## config.mk

```make
export PLATFORM = sky130hd
export DESIGN_NAME = dps_host
export DESIGN_NICKNAME = d
export VERILOG_FILES = /design/src/include/dps_pkg.sv /design/src/verilog/dps_delay.sv /design/src/verilog/dps_host.sv
export SDC_FILE = /design/constraint.sdc
export NUM_CORES = 1
export LEC_CHECK = 0
export BUFFER_PORTS_ARGS = -buffer_cell sky130_fd_sc_hd__buf_2
export CORE_ASPECT_RATIO = 1.5
export CORE_MARGIN = 3
export CORE_UTILIZATION = 45
export DETAILED_ROUTE_END_ITERATION = 6
export PLACE_DENSITY = 0.67
export SETUP_SLACK_MARGIN = 0.3
export SLEW_MARGIN = 30
export SYNTH_ARGS = -nofsm -noshare
export SYNTH_HDL_FRONTEND = slang
export SYNTH_SLANG_ARGS = --single-unit
```

## constraint.sdc

```tcl
create_clock -name core_clk -period 6.67 [get_ports core_clk]
set_input_delay 0.667 -clock core_clk [delete_from_list [all_inputs] [get_ports core_clk]]
set_output_delay 0.667 -clock core_clk [all_outputs]
set_load 0.005 [all_outputs]
```

## src/include/dps_pkg.sv

```systemverilog
// Constants and types for the dual-port SRAM port controller.
// Assumes a 50 MHz core clock and the faster speed grade of the memory.
package dps_pkg;

   localparam int CLK_PERIOD_NS = 20;
   localparam int ADDR_W        = 14;
   localparam int DATA_W        = 16;
   localparam int LANES         = 2;
   localparam int CNT_W         = 4;

   // Pin timing of the memory, in ns
   localparam int T_RC_NS   = 20;
   localparam int T_AA_NS   = 20;
   localparam int T_PWE_NS  = 15;
   localparam int T_HZWE_NS = 12;
   localparam int T_SD_NS   = 15;
   localparam int T_WH_NS   = 15;
   localparam int BUSY_RELEASE_TO_DATA_NS  = 20;
   localparam int FLAG_UPDATE_PULSE_NS  = 10;
   localparam int FLAG_WRITE_TO_READ_TIME_NS = 5;

   // Least time to whole cycles, never below one
   function automatic int min_cycles(input int ns);
      int c;
      c = (ns + CLK_PERIOD_NS - 1) / CLK_PERIOD_NS;
      return (c < 1) ? 1 : c;
   endfunction : min_cycles

   localparam int WR_OE_NS = (T_HZWE_NS + T_SD_NS > T_PWE_NS) ?
                             (T_HZWE_NS + T_SD_NS) : T_PWE_NS;
   localparam int GAP_NS   = (FLAG_UPDATE_PULSE_NS > FLAG_WRITE_TO_READ_TIME_NS) ? FLAG_UPDATE_PULSE_NS : FLAG_WRITE_TO_READ_TIME_NS;

   localparam logic [CNT_W-1:0] RD_CYC    = CNT_W'(min_cycles(T_AA_NS));
   localparam logic [CNT_W-1:0] WR_CYC    = CNT_W'(min_cycles(T_PWE_NS));
   localparam logic [CNT_W-1:0] WR_OE_CYC = CNT_W'(min_cycles(WR_OE_NS));
   localparam logic [CNT_W-1:0] WH_CYC    = CNT_W'(min_cycles(T_WH_NS));
   localparam logic [CNT_W-1:0] BDD_CYC   = CNT_W'(min_cycles(BUSY_RELEASE_TO_DATA_NS));
   localparam logic [CNT_W-1:0] GAP_CYC   = CNT_W'(min_cycles(GAP_NS));
   // Strictly longer than one read cycle after supply is good
   localparam logic [CNT_W-1:0] PWRUP_CYC = CNT_W'(min_cycles(T_RC_NS) + 1);

   // Pin levels at reset
   localparam logic PIN_INACTIVE = 1'b1;
   localparam logic DQ_OE_RESET  = 1'b0;

   typedef enum logic [1:0] {
      DPS_OP_READ,
      DPS_OP_WRITE,
      DPS_OP_CLAIM
   } dps_op_t;

endpackage : dps_pkg

```

## src/verilog/dps_delay.sv

```systemverilog
// Down counter that times how long a pin phase lasts.
// Assumes load values of at least one.
`timescale 1ns/100ps
module dps_delay #(
   parameter int W = 4
) (
   input  wire logic         core_clk,
   input  wire logic         arst_n,
   input  wire logic         load,
   input  wire logic [W-1:0] count,
   output logic              done
);
   logic [W-1:0] cnt;

   // Done after count cycles from the load edge
   always_ff @(posedge core_clk or negedge arst_n) begin
      if (!arst_n) begin
         cnt <= '0;
      end else if (load) begin
         cnt <= count - W'(1);
      end else if (cnt != '0) begin
         cnt <= cnt - W'(1);
      end
   end

   assign done = (cnt == '0) && !load;

endmodule : dps_delay

```

## src/verilog/dps_host.sv

```systemverilog
// Host controller for one port of an asynchronous dual-port SRAM.
// Assumes the memory pins are wired directly and inputs are synchronous.
`timescale 1ns/100ps
module dps_host
   import dps_pkg::*;
#(
   parameter int  AW             = dps_pkg::ADDR_W,
   parameter int  DW             = dps_pkg::DATA_W,
   parameter bit  WRITE_OE_LOW   = 1'b0
) (
   input  wire logic                   core_clk,
   input  wire logic                   arst_n,
   // User side
   input  wire logic                   req_valid,
   output logic                        req_ready,
   input  wire dps_pkg::dps_op_t       req_op,
   input  wire logic                   req_flag,
   input  wire logic [AW-1:0]          req_addr,
   input  wire logic [dps_pkg::LANES-1:0] req_lanes,
   input  wire logic [DW-1:0]          req_wdata,
   output logic                        resp_valid,
   output logic [DW-1:0]               resp_rdata,
   output logic                        resp_granted,
   input  wire logic                   retain_req,
   // Memory port pins
   output logic [AW-1:0]               mem_addr,
   output logic                        chip_select_n,
   output logic                        flag_select_n,
   output logic                        high_lane_select_n,
   output logic                        low_lane_select_n,
   output logic                        rw_n,
   output logic                        out_enable_n,
   output logic [DW-1:0]               dq_out,
   output logic                        dq_oe,
   input  wire logic [DW-1:0]          dq_in,
   input  wire logic                   busy_n_in
);
   import dps_pkg::*;

   localparam int LW = DW / LANES;

   typedef enum {
      ST_POWER,
      ST_IDLE,
      ST_RD,
      ST_RD_HOLD,
      ST_RD_BDD,
      ST_WR_SETUP,
      ST_WR_HOLD,
      ST_WR_WH,
      ST_WR_PULSE,
      ST_GAP
   } dps_state_t;

   dps_state_t             state;
   dps_op_t                op;
   logic                   is_flag;
   logic                   claim_second;
   logic [LANES-1:0]       lanes;
   logic [LANES-1:0]       next_lanes;
   logic                   t_load;
   logic [CNT_W-1:0]       t_count;
   logic                   t_done;
   logic                   capture;
   logic                   wr_done;
   logic [DW-1:0]          rd_masked;

   dps_delay #(
      .W        (CNT_W)
   ) u_delay (
      .core_clk (core_clk),
      .arst_n   (arst_n),
      .load     (t_load),
      .count    (t_count),
      .done     (t_done)
   );

   // No lane asked means both lanes, so an array access always has one
   assign next_lanes = (req_lanes == '0) ? {LANES{1'b1}} : req_lanes;

   assign capture = ((state == ST_RD) && t_done && busy_n_in) ||
                    ((state == ST_RD_BDD) && t_done && busy_n_in);
   assign wr_done = (state == ST_WR_PULSE) && t_done && busy_n_in;

   // Array read data masked to the lanes taken; flag reads pass unmasked
   generate
      for (genvar g = 0; g < LANES; g++) begin : g_lane
         assign rd_masked[g*LW +: LW] = (lanes[g] || is_flag) ?
                                        dq_in[g*LW +: LW] : '0;
      end
   endgenerate

   // Sequencer and pin drive
   always_ff @(posedge core_clk or negedge arst_n) begin
      if (!arst_n) begin
         state              <= ST_POWER;
         op                 <= DPS_OP_READ;
         is_flag            <= 1'b0;
         claim_second       <= 1'b0;
         lanes              <= '0;
         req_ready          <= 1'b0;
         mem_addr           <= '0;
         chip_select_n      <= PIN_INACTIVE;
         flag_select_n      <= PIN_INACTIVE;
         high_lane_select_n <= PIN_INACTIVE;
         low_lane_select_n  <= PIN_INACTIVE;
         rw_n               <= PIN_INACTIVE;
         out_enable_n       <= PIN_INACTIVE;
         dq_out             <= '0;
         dq_oe              <= DQ_OE_RESET;
         t_load             <= 1'b1;
         t_count            <= PWRUP_CYC;
      end else begin
         t_load <= 1'b0;
         case (state)
            ST_POWER: begin
               // Reset release stands for supply good
               if (t_done && !t_load) begin
                  state     <= ST_IDLE;
                  req_ready <= !retain_req;
               end
            end
            ST_IDLE: begin
               req_ready <= !retain_req;
               if (req_valid && req_ready && !retain_req) begin
                  req_ready    <= 1'b0;
                  mem_addr     <= req_addr;
                  op           <= req_op;
                  is_flag      <= req_flag || (req_op == DPS_OP_CLAIM);
                  lanes        <= next_lanes;
                  claim_second <= 1'b0;
                  if (req_flag || (req_op == DPS_OP_CLAIM)) begin
                     chip_select_n <= 1'b1;
                     flag_select_n <= 1'b0;
                  end else begin
                     chip_select_n      <= 1'b0;
                     flag_select_n      <= 1'b1;
                     high_lane_select_n <= !next_lanes[1];
                     low_lane_select_n  <= !next_lanes[0];
                  end
                  if (req_op == DPS_OP_READ) begin
                     out_enable_n <= 1'b0;
                     t_load       <= 1'b1;
                     t_count      <= RD_CYC;
                     state        <= ST_RD;
                  end else begin
                     // Claim requests the flag by writing zero
                     dq_out       <= (req_op == DPS_OP_CLAIM) ? '0 : req_wdata;
                     dq_oe        <= 1'b1;
                     out_enable_n <= !WRITE_OE_LOW;
                     state        <= ST_WR_SETUP;
                  end
               end
            end
            ST_RD: begin
               if (!busy_n_in) begin
                  state <= ST_RD_HOLD;
               end else if (t_done) begin
                  state <= ST_GAP;
               end
            end
            ST_RD_HOLD: begin
               if (busy_n_in) begin
                  t_load  <= 1'b1;
                  t_count <= BDD_CYC;
                  state   <= ST_RD_BDD;
               end
            end
            ST_RD_BDD: begin
               if (!busy_n_in) begin
                  state <= ST_RD_HOLD;
               end else if (t_done) begin
                  state <= ST_GAP;
               end
            end
            ST_WR_SETUP: begin
               // Address and selects settled a cycle before the pulse
               if (busy_n_in) begin
                  rw_n    <= 1'b0;
                  t_load  <= 1'b1;
                  t_count <= WRITE_OE_LOW ? WR_OE_CYC : WR_CYC;
                  state   <= ST_WR_PULSE;
               end else begin
                  state <= ST_WR_HOLD;
               end
            end
            ST_WR_HOLD: begin
               if (busy_n_in) begin
                  t_load  <= 1'b1;
                  t_count <= WH_CYC;
                  state   <= ST_WR_WH;
               end
            end
            ST_WR_WH: begin
               if (!busy_n_in) begin
                  state <= ST_WR_HOLD;
               end else if (t_done) begin
                  rw_n    <= 1'b0;
                  t_load  <= 1'b1;
                  t_count <= WRITE_OE_LOW ? WR_OE_CYC : WR_CYC;
                  state   <= ST_WR_PULSE;
               end
            end
            ST_WR_PULSE: begin
               if (!busy_n_in) begin
                  // Lost arbitration: write was inhibited, redo it
                  rw_n  <= 1'b1;
                  state <= ST_WR_HOLD;
               end else if (t_done) begin
                  rw_n  <= 1'b1;
                  state <= ST_GAP;
               end
            end
            ST_GAP: begin
               // Deselected phase doubles as flag update pulse
               if (t_done) begin
                  if ((op == DPS_OP_CLAIM) && !claim_second) begin
                     claim_second  <= 1'b1;
                     chip_select_n <= 1'b1;
                     flag_select_n <= 1'b0;
                     out_enable_n  <= 1'b0;
                     t_load        <= 1'b1;
                     t_count       <= RD_CYC;
                     state         <= ST_RD;
                  end else begin
                     req_ready <= !retain_req;
                     state     <= ST_IDLE;
                  end
               end
            end
            default: begin
               state <= ST_IDLE;
            end
         endcase
         // Every phase ends deselected for the gap
         if (((state == ST_RD) || (state == ST_RD_BDD)) && capture) begin
            chip_select_n      <= 1'b1;
            flag_select_n      <= 1'b1;
            high_lane_select_n <= 1'b1;
            low_lane_select_n  <= 1'b1;
            out_enable_n       <= 1'b1;
            t_load             <= 1'b1;
            t_count            <= GAP_CYC;
         end
         if (wr_done) begin
            chip_select_n      <= 1'b1;
            flag_select_n      <= 1'b1;
            high_lane_select_n <= 1'b1;
            low_lane_select_n  <= 1'b1;
            out_enable_n       <= 1'b1;
            dq_oe              <= 1'b0;
            t_load             <= 1'b1;
            t_count            <= GAP_CYC;
         end
      end
   end

   // Answers to the user side
   always_ff @(posedge core_clk or negedge arst_n) begin
      if (!arst_n) begin
         resp_valid   <= 1'b0;
         resp_rdata   <= '0;
         resp_granted <= 1'b0;
      end else begin
         resp_valid <= 1'b0;
         if (capture && (op == DPS_OP_READ)) begin
            resp_valid   <= 1'b1;
            resp_rdata   <= rd_masked;
            resp_granted <= 1'b0;
         end else if (capture && (op == DPS_OP_CLAIM)) begin
            // Low read-back of the flag means this port holds it
            resp_valid   <= 1'b1;
            resp_rdata   <= rd_masked;
            resp_granted <= !dq_in[0];
         end else if (wr_done && (op == DPS_OP_WRITE)) begin
            resp_valid   <= 1'b1;
            resp_rdata   <= '0;
            resp_granted <= 1'b0;
         end
      end
   end

endmodule : dps_host

```

==> results.md, run 1 <==
* Run status: completed
* Avg Vias per Cell at 5.38
* Standard cell core area at 0.00925 sq mm
* Worst Path Max Fanout at 29
* Commonest register cell after synthesis: dfrtp_1
* RD Place Congestion at 0.904
* RR Endpoint: dq_out[9]
* Net switching power figure at 0.271 mW
* CTS root buf: clkbuf_16
* Setup Slack @ Placement at 3.52 ns
* Ordered list of cells on the worst path: nor4b_2, nand4_2, nand2b_1, a22o_1
* Critical path origin: state[0]
* Wire length after detailed routing at 9930 um
* Sw frac at 23.1%
* Post-route non-filler standard cell count at 619
* Remaining max-slew budget at the tightest pin at 40.5%
* Master of the slowest instance on the critical path: dfrtp_1
* Total clock sinks at 101
* # hold bufs at CTS at 0
* Post-CTS Setup Repair Bufs at 0
* Synthesized netlist cell count at 373
* Static leakage at 2.68 nW
* RSZ-0062 raised after global routing: false
* Clk slew on worst S/H paths at 0.08 ns
* Top-area cell type share of the netlist area at 54.4%
* Startpoint class of the critical path: flip-flop
* Gate family responsible for the most delay along the worst path: simple AND/OR/NAND/NOR gates
* Die W at 85.6 um
* Number of violations reported at the end of detailed-routing iteration 0 at 173
* HPWL after detailed placement at 7420 um
* Power per cell area at 221 mW/mm^2
* H-tree level count at 3
* Part of the power in registers at 53.3%
* Setup skew after layout at 0.0130 ns
* Vias in the first global route at 3282
* Buffer and inverter count on the worst path at 0
* Number of buffers between clock root and the deepest sink at 2
* Arrival time at the worst endpoint at 3.40 ns
* Wire length of the first global-routing pass at 16100 um
* GR Util All Layers at 19.3%
* Flop and latch count out of synthesis at 101
* Port Buffers at 111
* Synthesized area per cell at 11.5 sq um
* Highest Clock Rate at 316 MHz
* TritonCTS clock tree: built
* Number of pins with negative max-slew slack in the final report at 0
* Most common cell in the netlist: dfrtp_1
* IO Pins at 112
* DIE HEIGHT at 125 um
* Initial core utilization at 46.2%
* Measured slew at the worst slew-check pin at 0.892 ns
* Post-layout min period at 3.17 ns
* Antenna violations before repair at 0
* Async SR Flop Fraction at 100%
* Count of synthesis-stage warnings from yosys at 0
* Pin count of the biggest net entering global routing at 60
* Cell count of the worst reg-to-reg path at 4
* Launching point of the worst reg2reg path: state[0]
* Max-cap violations at 0
* Antenna Nets Post-Route at 0
* Number of nets at the end of the flow at 559
* Total of endpoints with negative setup slack in the final report at 0
* Part of the Yosys area used for sequential elements at 59.3%
* Fraction of final layout cells sized beyond drive strength 1 at 31.8%
* Minimum setup slack in the final design at 3.50 ns
* Leading post-synthesis cells by instance count: 93 x dfrtp_1, 32 x nand2_1, 22 x inv_1, 19 x o21ai_1, 18 x a22o_1
* Combinational power share at 3.7%
* Final antenna diode count at 0
* Dominant cell type by area after synthesis: dfrtp_1
* # rows at 43
* VDD IR-drop max at 162 uV
* Setup TNS at 0 ns
* Crit path depth at 4
* Total clock buffers created by CTS at 9
* Die area at 0.0107 sq mm
* Grt total ovfl at 0
* Total number of vias at 3333
* Latest clock arrival within the worst-skew pair at 0.35 ns
* Setup crit end kind: flip-flop
* Number of flops mapped to enable cells by yosys at 0
* Number of remaining DRC errors at 0
* Required time of the critical path at 6.91 ns
* Cell types occupying the most area after synthesis: dfrtp_1 54%, dfstp_2 4.9%, a22o_1 3.7%
* Type of the setup path with the least slack: flip-flop to flip-flop
* Critical Path Max Stage Delay at 0.93 ns
* Number of failing hold endpoints at the final stage at 0
* Final routed wire length divided by cell count at 16.0 um
* R2r setup slk at 3.50 ns
* Syn-to-layout area delta at 23.5%
* Proportion of power drawn by the clock network at 43.0%
* Final Cycle Share at 47.5%
* Cell area after technology mapping at 0.00428 sq mm
* Total of fill cells in the finished design at 837
* TritonRoute pass-1 iters at 5
* Placed instance count at 603
* Number of instances resized during post-cts repair at 0
* Class of the tightest hold or removal check: primary input to async pin
* Internal power of the cells at 0.899 mW
* Netlist cell types at 64
==> through the flow <==
stage	cell area [sq um]	total power [mW]	hold WS (ns)	util, %
6_report	5280	1.17	0.280	57.1
5_1_grt	5280	1.21	0.320	57.1
4_1_cts	5280	1.19	0.296	57.1
3_5_place_dp	4990	0.680	0.471	53.9
3_3_place_gp	4990	0.679	0.464	53.9
2_1_floorplan	4380	0.646	0.371	-
==> sequential cells by signal, indices dropped and copies added (netlist names) <==
name / cells
flag_select_n: 1
u_delay.cnt: 4
resp_valid: 1
chip_select_n: 1
resp_granted: 1
out_enable_n: 1
req_ready: 1
rw_n: 1
t_count: 2
dq_out: 16
mem_addr: 14
dq_oe: 1
low_lane_select_n: 1
high_lane_select_n: 1
state: 32
resp_rdata: 16
op: 2
t_load: 1
lanes: 2
claim_second: 1
is_flag: 1
==> final cells by class <==
class | count | area (sq um) | area share (%)
sequential | 101 | 2540 | 48.0
multi-input combinational | 255 | 1660 | 31.5
timing repair buffer | 112 | 566 | 10.7
clock buffer | 9 | 225 | 4.26
tap | 112 | 140 | 2.65
inverter | 23 | 86.3 | 1.63
clock inverter | 7 | 66.3 | 1.26
==> worst max-delay path by stage <==
| stage | end | slack (ns) |
|---|---|---|
| floorplan | state[0] | 4.53 |
| global placement | dq_out[2] | 3.63 |
| detailed placement | dq_out[9] | 3.52 |
| CTS | dq_out[12] | 3.53 |
| global route | dq_out[13] | 3.18 |
| finish | dq_out[9] | 3.50 |
==> cell families (layout without fill, tap and decap cells) <==
| logic type | Yosys count | count (layout) | share of synthesized area (%) |
|---|---|---|---|
| other cells | 1 | 28 | 0.0877 |
| compound gates | 94 | 94 | 15.9 |
| fa+ha+maj | 1 | 1 | 0.292 |
| flops | 101 | 101 | 59.3 |
| xor+xnor | 6 | 6 | 1.23 |
| buf+inv | 44 | 151 | 4.21 |
| mux | 20 | 20 | 5.15 |
| simple gates | 106 | 106 | 13.8 |
==> routing by layer <==
layer	share of wire, %	vias up	track usage [%]
li1	-	1582	-
met1	38	1581	23.1
met3	5.8	40	3.89
met2	52	130	32.1
met5	0	-	0
met4	4.1	0	10.5
==> power by group through the flow <==
stage / logic [mW] / clock network, mW / registers [mW]
2_1_floorplan: 0.0108 / 0 / 0.635
3_3_place_gp: 0.0435 / 0 / 0.636
3_5_place_dp: 0.0437 / 0 / 0.636
4_1_cts: 0.0438 / 0.518 / 0.624
5_1_grt: 0.0497 / 0.538 / 0.625
6_report: 0.0429 / 0.503 / 0.624
==> worst reg2reg max path, stage by stage (launching register included) <==
cell,delay [ns]
dfrtp_1,0.93
nor4b_2,0.45
nand4_2,0.67
nand2b_1,0.66
a22o_1,0.36
==> placed cells by master, fill, tap and decap left out, drive strengths merged, types with 9 or more instances in the layout <==
cell type,n
a21oi,9
a22o,18
buf,112
clkbuf,9
conb,28
dfrtp,93
inv,27
mux2,16
nand2,32
nor2,14
nor4,10
o21ai,24
No activity file was read; power rests on OpenSTA's default activity.
==> run 2, diff against run 1 <==
--- a/config.mk
+++ b/config.mk
@@ -5,6 +5,7 @@
 export SDC_FILE = /design/constraint.sdc
 export NUM_CORES = 1
 export LEC_CHECK = 0
+export ABC_AREA = 1
 export BUFFER_PORTS_ARGS = -buffer_cell sky130_fd_sc_hd__buf_2
 export CORE_ASPECT_RATIO = 1.5
 export CORE_MARGIN = 3
==> constraint.sdc (replaced) <==
create_clock -name core_clk -period 3.25 [get_ports core_clk]
set_input_delay 0.325 -clock core_clk [delete_from_list [all_inputs] [get_ports core_clk]]
set_output_delay 0.325 -clock core_clk [all_outputs]
set_load 0.005 [all_outputs]
==> results.md, run 2 <==
* Run status: completed
* Critical Path Max Stage Delay at 0.53 ns (-0.40 ns)
* Flop and latch count out of synthesis at 101 (unchanged)
* Number of remaining DRC errors at 0 (unchanged)
* Power per cell area at 492 mW/mm^2 (+120%)
* Clk slew on worst S/H paths at 0.06 ns (-0.02 ns)
* Cell types occupying the most area after synthesis: dfrtp_1 53%, nand2_1 14%, dfstp_2 4.8%
* Remaining max-slew budget at the tightest pin at 45.6% (+5.0 points)
* Total clock sinks at 101 (unchanged)
* Leading post-synthesis cells by instance count: 166 x nand2_1, 93 x dfrtp_1, 56 x inv_1, 56 x nor2_1, 40 x nand3_1
* Max FFs per register at 32 (unchanged)
* Synthesized netlist cell count at 518 (+39%)
* Most frequent CP cell: inv_2
* Wire length after detailed routing at 9890 um (-0.41%)
* Commonest non-fill, non-tap cell in the layout: nand2_1
* IO Pins at 112 (unchanged)
* Post-layout min period at 2.55 ns (-0.620 ns)
* Pin count of the biggest net entering global routing at 67 (+12%)
* Total number of vias at 3691 (+11%)
* R2r setup slk at 0.70 ns (-2.80 ns)
* Setup skew after layout at 0.00872 ns (-0.00423 ns)
* Register with the highest flop count: state
* Net switching power figure at 0.603 mW (+120%)
* Synthesized area per cell at 8.44 sq um (-26%)
* DIE HEIGHT at 127 um (+1.1%)
* Count of synthesis-stage warnings from yosys at 0 (unchanged)
* GR Util All Layers at 19.6% (+0.25 points)
* Initial core utilization at 46.7% (+0.50 points)
* Die W at 86.5 um (+1.0%)
* Antenna Nets Post-Route at 0 (unchanged)
* RR Endpoint: dq_out[4]
* Final Cycle Share at 78.4% (+31 points)
* Netlist cell types at 32 (-50%)
* RSZ-0062 raised after global routing: false
* Worst Path Max Fanout at 32 (+10%)
* Max-cap violations at 0 (unchanged)
* Number of buffers between clock root and the deepest sink at 2 (unchanged)
* Top-area cell type share of the netlist area at 53.2% (-1.2 points)
* Cell area after technology mapping at 0.00437 sq mm (+2.3%)
* Most common cell in the netlist: nand2_1
* Number of nets at the end of the flow at 716 (+28%)
* Total clock buffers created by CTS at 9 (unchanged)
* Number of violations reported at the end of detailed-routing iteration 0 at 180 (+4.0%)
* Highest Clock Rate at 393 MHz (+24%)
* Total of endpoints with negative setup slack in the final report at 0 (unchanged)
* HPWL after detailed placement at 7500 um (+1.1%)
* Standard cell core area at 0.00936 sq mm (+1.2%)
* Number of failing hold endpoints at the final stage at 0 (unchanged)
* Internal power of the cells at 2.08 mW (+130%)
* Class of the tightest hold or removal check: primary input to async pin
* Setup TNS at 0 ns (unchanged)
* # hold bufs at CTS at 0 (unchanged)
* # rows at 43 (unchanged)
* Final routed wire length divided by cell count at 12.7 um (-21%)
* Arrival time at the worst endpoint at 2.78 ns (-0.62 ns)
* Commonest non-fill, non-tap cells in the layout: 166 x nand2_1, 110 x buf_2, 93 x dfrtp_1
* Die area at 0.0110 sq mm (+2.1%)
* Port Buffers at 111 (unchanged)
* Final total power at 2.68 mW (+130%)
* Ordered list of cells on the worst path: nor2_2, inv_2, nor3_2, inv_2, nor2_4, nand4_4, inv_2, nand2_4, nand2_1, nand2_1
* Vias in the first global route at 3715 (+13%)
* Cell count of the worst reg-to-reg path at 10 (+6)
* Measured slew at the worst slew-check pin at 0.817 ns (-0.0754 ns)
* Area taken by flip-flops and latches at 0.00254 sq mm (unchanged)
* Launching point of the worst reg2reg path: state[3]
* TritonRoute pass-1 iters at 4 (-1)
* Number of flops mapped to enable cells by yosys at 0 (unchanged)
* Setup crit end kind: flip-flop
* Commonest register cell after synthesis: dfrtp_1
* H-tree level count at 3 (unchanged)
* Multi-input gate area in the final layout at 0.00164 sq mm (-1.1%)
* RD Place Congestion at 0.900 (-0.40%)
* Wire length of the first global-routing pass at 16800 um (+4.0%)
* Total of fill cells in the finished design at 843 (+0.72%)
* Grt total ovfl at 0 (unchanged)
* VDD IR-drop max at 345 uV (+110%)
* Type of the setup path with the least slack: flip-flop to flip-flop
* CTS root buf: clkbuf_16
* Dominant cell type by area after synthesis: dfrtp_1
* Async SR Flop Fraction at 100% (unchanged)
* Fraction of final layout cells sized beyond drive strength 1 at 24.1% (-7.7 points)
* Startpoint class of the critical path: flip-flop
* Post-CTS Setup Repair Bufs at 0 (unchanged)
* Syn-to-layout area delta at 24.7%
* Proportion of power drawn by the clock network at 42.9% (about the same)
* Antenna violations before repair at 0 (unchanged)
* Latest clock arrival within the worst-skew pair at 0.35 ns (about the same)
* Leading registers by flop count: state x32, dq_out x16, resp_rdata x16
* Static leakage at 3.10 nW (+16%)
* Part of the Yosys area used for sequential elements at 58.0% (-1.3 points)
* Final antenna diode count at 0 (unchanged)
* Master of the slowest instance on the critical path: inv_2
* Part of the power in registers at 49.2% (-4.1 points)
* TritonCTS clock tree: built
* Number of instances resized during post-cts repair at 0 (unchanged)
* Required time of the critical path at 3.48 ns (-3.43 ns)
* Number of pins with negative max-slew slack in the final report at 0 (unchanged)
* Combinational power share at 7.9% (+4.2 points)
* Sw frac at 22.5% (-0.64 points)
* Avg Vias per Cell at 4.76 (-12%)
## run 2: cell count changes in the layout (fill, tap and decap cells not counted), moves of 14 or more
cell and change:
nor2_1 +43, inv_1 +34, o21ai_0 +23, a22o_1 -18, nand3_1 +32, mux2_2 -14
nand2_1 +134
## run 2: worst max path at each step
stage / from / to / slack, ns
final: state[3] / dq_out[4] / 0.70
after floorplan: state[26] / resp_rdata[10] / 1.55
after CTS: state[6] / dq_out[2] / 0.67
after global placement: state[6] / dq_out[13] / 0.78
after detailed placement: state[6] / dq_out[2] / 0.68
after global routing: state[4] / dq_out[15] / 0.32
## run 2: cells by family (layout without fill, tap and decap cells)
family	count (synthesis)	in the layout	synth area share, %
AOI/OAI and AO/OA	58	58	7.01
xor gates and xnor gates	1	1	0.200
adders and majority gates	1	1	0.286
buffers and inverters	72	191	6.72
DFF	101	101	58.0
other	1	28	0.0857
and+or+nand+nor	284	284	27.7
## run 2: area by class of cell
type	count	area share, %
inverters	62	4.27
well taps	112	2.57
repair buffers	113	10.5
multi-input cells	372	30.2
flip-flops and latches	101	46.5
clock inverters	5	1.51
clock buffers	11	4.45
## run 2: power by group through the flow
stage / Clock, mW / Sequential [mW] / Combinational (mW)
after CTS: 1.17 / 1.32 / 0.214
after global routing: 1.23 / 1.32 / 0.245
final: 1.15 / 1.32 / 0.211
after floorplan: 0 / 1.34 / 0.122
after detailed placement: 0 / 1.34 / 0.213
after global placement: 0 / 1.34 / 0.204
## run 2: metal layers
layer  track usage [%]  share of wire, %  routed length [um]  vias to the layer above
met2              32.4                51                5060                      117
met3              5.52               6.2                 616                       19
li1                  -                 -                   -                     1871
met4              10.1               3.3                 331                        0
met1              22.8                39                3880                     1684
met5                 0                 0                   0                        -
## run 2: worst max-delay path, delay by kind of cell, from the launching register on
kind	cells	cell delay, ns
flops	1	0.44
simple gates	7	1.32
buf+inv	3	0.67
## run 2: metrics by stage
step | utilization (%) | instances | area (sq um) | setup slack (ns) | hold WS, ns
after CTS | 58.2 | 776 | 5450 | 0.669 | 0.102
after global routing | 58.2 | 776 | 5450 | 0.324 | 0.136
final | 58.2 | 776 | 5450 | 0.704 | 0.0657
after global placement | 54.8 | 760 | 5130 | 0.784 | 0.446
after detailed placement | 54.8 | 760 | 5130 | 0.677 | 0.447
after floorplan | - | 545 | 4480 | 1.55 | 0.0294
